===== config.mk =====
export PLATFORM = sky130hd
export DESIGN_NAME = hbridge_protect_speed_ctrl
export DESIGN_NICKNAME = d
export VERILOG_FILES = /design/src/design/hbridge_pkg.sv /design/src/design/hbridge_protect_speed_ctrl.sv
export SDC_FILE = /design/constraint.sdc
export NUM_CORES = 1
export LEC_CHECK = 0
export ABC_CLOCK_PERIOD_IN_PS = 2700
export BUFFER_PORTS_ARGS = -buffer_cell sky130_fd_sc_hd__buf_2
export CELL_PAD_IN_SITES_DETAIL_PLACEMENT = 2
export CELL_PAD_IN_SITES_GLOBAL_PLACEMENT = 2
export CORE_ASPECT_RATIO = 0.75
export CORE_MARGIN = 2
export CORE_UTILIZATION = 40
export CTS_BUF_LIST = sky130_fd_sc_hd__clkbuf_4 sky130_fd_sc_hd__clkbuf_8
export DETAILED_ROUTE_END_ITERATION = 6
export PLACE_DENSITY_LB_ADDON = 0.12
export REMOVE_ABC_BUFFERS = 1
export SLEW_MARGIN = 30
export SYNTH_ARGS = -nofsm -noshare
export SYNTH_HDL_FRONTEND = slang
export SYNTH_SLANG_ARGS = --single-unit
export TNS_END_PERCENT = 50

===== constraint.sdc =====
create_clock -name clk_sys -period 2.7 [get_ports clk_sys]
set_input_delay 0.675 -clock clk_sys [delete_from_list [all_inputs] [get_ports clk_sys]]
set_output_delay 0.675 -clock clk_sys [all_outputs]
set_load 0.03 [all_outputs]

===== src/design/hbridge_pkg.sv =====
package hbridge_pkg;

  // ************************************************************
  // timing
  // ************************************************************
  localparam int unsigned CLK_MHZ = 250;
  // speed threshold between input edges, in microseconds
  localparam int unsigned SPEED_THRESH_US = 250;
  localparam int unsigned SPEED_THRESH_CYC = SPEED_THRESH_US * CLK_MHZ;
  // low-side blanking time, in nanoseconds (3.0 us)
  localparam int unsigned BLANK_NS = 3000;
  localparam int unsigned BLANK_CYC = (BLANK_NS * CLK_MHZ + 999) / 1000;

  // ************************************************************
  // reset values
  // ************************************************************
  localparam logic SPEED_HIGH_RST = 1'b0;
  localparam logic FAULT_N_RST = 1'b1;

endpackage : hbridge_pkg


===== src/design/hbridge_protect_speed_ctrl.sv =====
`timescale 1ns/1ps

module hbridge_protect_speed_ctrl #(
  parameter int unsigned SPEED_THRESH_CYC = hbridge_pkg::SPEED_THRESH_CYC,
  parameter int unsigned BLANK_CYC = hbridge_pkg::BLANK_CYC
) (
  input wire logic clk_sys,
  input wire logic arst_n,
  input wire logic wake,
  input wire logic channel_a_input,
  input wire logic channel_b_input,
  input wire logic [1:0] overtemp_det,
  input wire logic [1:0] hs_overcurrent_det,
  input wire logic [1:0] output_below_2v,
  input wire logic [1:0] ls_overload_det,
  output logic [1:0] hs_on,
  output logic [1:0] hs_out_en,
  output logic [1:0] lowside_gate,
  output logic [1:0] speed_high,
  output logic fault_flag_n
);

  // the interval timer stops one count past its limit and the blanking timer at its limit, so a long pause can never wrap
  // round into a false short interval or a false overload
  localparam int CW = $clog2(SPEED_THRESH_CYC + 2);
  localparam int BW = $clog2(BLANK_CYC + 2);

  // the whole block state, registered in one place
  typedef struct packed {
    logic [1:0] in_prev;
    logic [1:0][CW-1:0] ivl_cnt;
    logic [1:0] speed_high;
    logic [1:0] hs_oc_latch;
    logic [1:0] hs_oc_seen_low;
    logic [1:0][BW-1:0] blank_cnt;
    logic [1:0] ls_oc_latch;
    logic [1:0] ls_oc_armed;
    logic [1:0] hs_on;
    logic [1:0] hs_out_en;
    logic [1:0] lowside_gate;
    logic fault_n;
  } state_t;

  state_t state_reg;
  state_t state_next;
  logic [1:0] in_now;

  // bit 0 is channel a and bit 1 channel b in every vector
  assign in_now = {channel_b_input, channel_a_input};

  // ************************************************************
  // next-state logic
  // ************************************************************
  always_comb
  begin
    logic ot_any;
    logic ls_trip;
    logic ls_any;
    logic [1:0] edge_seen;
    ot_any = 1'b0;
    ls_trip = 1'b0;
    ls_any = 1'b0;
    edge_seen = in_now ^ state_reg.in_prev;
    state_next = state_reg;
    state_next.in_prev = in_now;
    for (int i = 0; i < 2; i++)
    begin
      if (edge_seen[i])
      begin
        // long interval, slow mode
        // the count equals the interval in cycles; an exact match is slow
        state_next.speed_high[i] = (state_reg.ivl_cnt[i] < CW'(SPEED_THRESH_CYC));
        state_next.ivl_cnt[i] = CW'(1);
      end
      else if (state_reg.ivl_cnt[i] <= CW'(SPEED_THRESH_CYC))
        state_next.ivl_cnt[i] = state_reg.ivl_cnt[i] + CW'(1);
      // sense only while conducting
      // sensing stops once the high sides are off, so a held overtemperature
      // makes the high side chatter; the sensor hysteresis is relied on
      if (state_reg.hs_on[i] && overtemp_det[i])
        ot_any = 1'b1;
      // latch high-side overcurrent
      // a fresh trip wins over a release falling in the same cycle
      if (state_reg.hs_on[i] && hs_overcurrent_det[i])
      begin
        state_next.hs_oc_latch[i] = 1'b1;
        state_next.hs_oc_seen_low[i] = 1'b0;
      end
      else if (state_reg.hs_oc_latch[i])
      begin
        if (!in_now[i])
          state_next.hs_oc_seen_low[i] = 1'b1;
        else if (state_reg.hs_oc_seen_low[i] && !state_reg.in_prev[i])
          state_next.hs_oc_latch[i] = 1'b0;
      end
      // blanking filter on low-side overload
      // the counter stops at its limit; any gap in the overload restarts it
      if (state_reg.lowside_gate[i] && ls_overload_det[i])
      begin
        if (state_reg.blank_cnt[i] < BW'(BLANK_CYC))
          state_next.blank_cnt[i] = state_reg.blank_cnt[i] + BW'(1);
      end
      else
        state_next.blank_cnt[i] = '0;
      if (state_reg.blank_cnt[i] >= BW'(BLANK_CYC - 1) && ls_overload_det[i] &&
          state_reg.lowside_gate[i])
      begin
        ls_trip = 1'b1;
        state_next.ls_oc_latch[i] = 1'b1;
        state_next.ls_oc_armed[i] = 1'b0;
      end
      else if (state_reg.ls_oc_latch[i])
      begin
        // faulted input toggle releases
        // the first clean edge arms, the second one releases
        if (!ls_overload_det[i] && edge_seen[i])
        begin
          if (state_reg.ls_oc_armed[i])
            state_next.ls_oc_latch[i] = 1'b0;
          else
            state_next.ls_oc_armed[i] = 1'b1;
        end
      end
    end
    // a trip in this cycle opens the bridge on the very next edge
    ls_any = ls_trip | (|state_reg.ls_oc_latch);
    // later overrides win: sleep beats every fault, a fault beats the inputs
    for (int i = 0; i < 2; i++)
    begin
      // input steers high side and gate
      state_next.hs_on[i] = in_now[i];
      state_next.hs_out_en[i] = 1'b1;
      // gate only with node below 2.0 V
      state_next.lowside_gate[i] = !in_now[i] && output_below_2v[i];
      // follows inputs once cleared
      // overtemperature is not latched, so no controller action is needed
      if (ot_any)
      begin
        state_next.hs_on[i] = 1'b0;
        state_next.lowside_gate[i] = output_below_2v[i];
      end
      if (state_next.hs_oc_latch[i])
      begin
        state_next.hs_on[i] = 1'b0;
        state_next.hs_out_en[i] = 1'b0;
        state_next.lowside_gate[i] = 1'b0;
      end
      if (ls_any)
      begin
        state_next.hs_on[i] = 1'b0;
        state_next.hs_out_en[i] = 1'b0;
        state_next.lowside_gate[i] = 1'b0;
      end
      if (!wake)
      begin
        state_next.hs_on[i] = 1'b0;
        state_next.hs_out_en[i] = 1'b0;
        state_next.lowside_gate[i] = 1'b0;
      end
    end
    state_next.fault_n = wake ? !(ot_any | (|state_next.hs_oc_latch) | ls_any) : 1'b1;
    // sleep forgets every latched fault, much like a power cycle
    if (!wake)
    begin
      state_next.hs_oc_latch = '0;
      state_next.ls_oc_latch = '0;
      state_next.blank_cnt = '0;
    end
  end

  // ************************************************************
  // state register
  // ************************************************************
  // reset leaves the bridge open and the fault flag released
  always_ff @(posedge clk_sys or negedge arst_n)
  begin
    if (!arst_n)
    begin
      state_reg <= '0;
      state_reg.speed_high <= {2{hbridge_pkg::SPEED_HIGH_RST}};
      state_reg.fault_n <= hbridge_pkg::FAULT_N_RST;
    end
    else
      state_reg <= state_next;
  end

  // ************************************************************
  // outputs
  // ************************************************************
  // every output is taken straight from the state register
  assign hs_on = state_reg.hs_on;
  assign hs_out_en = state_reg.hs_out_en;
  assign lowside_gate = state_reg.lowside_gate;
  assign speed_high = state_reg.speed_high;
  assign fault_flag_n = state_reg.fault_n;

endmodule : hbridge_protect_speed_ctrl


==> results.cfg <==
[finish]
largest_register_ffs = 62
nFillCells = 1028
final_util_pct = 46.4
syn_to_final_growth_pct = 12.5
n_antenna_cell = 0
fin_nets = 447
final_layout_size_suffix_gt1_share_pct = 11.9

[die]
die_w_um = 116
start_util_pct = 41.2
dieArea_um2 = 10200
ioPinCount = 22
core_um2 = 9080
core.rowCount = 30
fp.dieH_um = 87.8

[power_and_ir_drop]
leakagePower_nw = 1.76
vdd_drop_max_v = 0.000311
power.density_nw_per_um2 = 558

[sta]
hold_viol = 0
fin_crit_ns = 2.33
slew_viol_final = 0
max_freq_mhz = 429
worst_pin_slew_ns = 0.677
slew_headroom_pct = 54.9
skew_ns = 0.00872
tns_ns = 0
setup_viol = 0
timing.final.crit_share_pct = 86.3
grt_setup_unrepaired = false

[cts]
cts_tree = yes
cts_made_buffers = 9
cts_setup_buffers = 0
cts.sinks = 71
root_buffer = clkbuf_8
htreeDepth = 3
clk_pin_slew_ns = 0.08
clockBufferDepth = 2
insertion_delay_ns = 0.36
hold_buffers = 0
post_cts_resized = 0

[global_route]
first_global_vias = 3437
grt_max_degree = 46
overflow = 0
grt_usage_pct = 22.6
grt_first_pass_wirelength_um = 17700
antenna_found_initial = 0

[placement]
gp_congestion = 0.742
hpwl_um = 7290
numPortBuffers = 21

[critical_path]
cp.required_ns = 2.97
critPathCaptureType = register
cp_data_arrival_time_ns = 2.60
critPathKind = register to register
r2r_slack_ns = 0.37
crit_path_start_kind = register
cp_max_fo = 16

[synth]
synth_top_area_cell = dfrtp_1
yosys_warnings = 0
syn_avg_cell_area_um2 = 9.34
synth-edff-count = 0
synth_ff_type = dfrtp_1
netlist_instances = 401
synth_cell_type_count = 50
yosysSeqAreaShare_pct = 47.5
async_flop_share_pct = 100
synth_top_cell_area_share_pct = 46.8
netlist_area_um2 = 3740
synth.area.top_cells = dfrtp_1, a21oi_1, nand2_1, nor2_1, ha_1
yosysMostFrequentCell = dfrtp_1
ys_seq_elements = 71
ys_top_cells_by_count = dfrtp_1, nand2_1, nor2_1

[route]
wirelength_um = 10200
num_vias = 3096
firstDrtPassIters = 4
drt_iter0_drc = 130
viasPerCell = 5.56
drc = 0
drtAntennaViolNets = 0
avgRoutedWirePerCell_um = 18.3

[worst_hold_path]
worstHoldPathType = input pin to async pin

[outcome]
status = finished clean

[run]
drv_cap = 0
-- worst max-delay path, cell delays in order, from the launching register on --
cell and delay, ns:
dfrtp_1 0.45, or4_4 0.58, nor2_4 0.11, a211oi_2 0.16, buf_4 0.24, or4_1 0.51
a21oi_1 0.19
-- placed cells by master (no fill, tap or decap), drive strengths merged, types with 5 or more instances in the layout --
cell type   n
a21oi      33
and2        5
buf        29
clkbuf     11
dfrtp      70
ha         10
inv        24
nand2      38
nand3      18
nand4      17
nor2       39
nor3       10
o21ai      14
o31ai      14
or3         9
or4        15
xnor2      11
xor2       12
-- stage by stage --
stage	power [mW]	setup WS [ns]	std cells	hold slack [ns]	area [µm²]
2_1_floorplan	1.28	0.269	384	0.379	3640
3_3_place_gp	1.38	0.509	541	0.479	3990
3_5_place_dp	1.39	0.414	541	0.496	3990
4_1_cts	2.39	0.351	557	0.333	4210
5_1_grt	2.46	0.280	557	0.346	4210
6_report	2.35	0.369	557	0.318	4210
-- power breakdown --
group / leakage [nW] / total [mW] / switching, mW / internal [mW]
Sequential: 0.954 / 1.14 / 0.0422 / 1.10
Clock: 0.113 / 0.981 / 0.425 / 0.556
Combinational: 0.698 / 0.223 / 0.150 / 0.0737
Total: 1.76 / 2.35 / 0.617 / 1.73
-- worst paths after layout --
check | from | to | cells past startpoint
max in group asynchronous | arst_n | state_reg[40]$_DFFE_PN0P_ | 2
worst max register to register | state_reg[45]$_DFFE_PN0P_ | state_reg[46]$_DFFE_PN0P_ | 6
worst min register to register | state_reg[52]$_DFFE_PN0P_ | state_reg[52]$_DFFE_PN0P_ | 1
min in group clk_sys | hs_overcurrent_det[1] | state_reg[32]$_DFFE_PN0P_ | 2
worst max-delay path | state_reg[45]$_DFFE_PN0P_ | state_reg[46]$_DFFE_PN0P_ | 6
worst min-delay path | arst_n | state_reg[64]$_DFFE_PN0P_ | 1
-- final cells by class --
type	instances	area (µm²)	area share, %
clock inverter	5	81.3	1.93
multi-input combinational	289	1780	42.2
inverter	24	90.1	2.14
sequential	71	1780	42.2
timing repair buffer	29	180	4.28
tap	128	160	3.80
clock buffer	11	145	3.45
-- cells by family after synthesis --
| family | synth area share (%) |
|---|---|
| simple gates | 23.4 |
| compound gates | 14.4 |
| flops | 47.5 |
| buf+inv | 5.18 |
| xor+xnor | 5.38 |
| fa+ha+maj | 3.34 |
| mux | 0.802 |
-- metal layers --
metal | part of all wire, % | track usage [%]
met5 | 0 | 0
met2 | 48 | 38.2
met1 | 48 | 29.4
met4 | 0.99 | 6.06
met3 | 2.5 | 5.47
No activity file was read; power rests on OpenSTA's default activity.
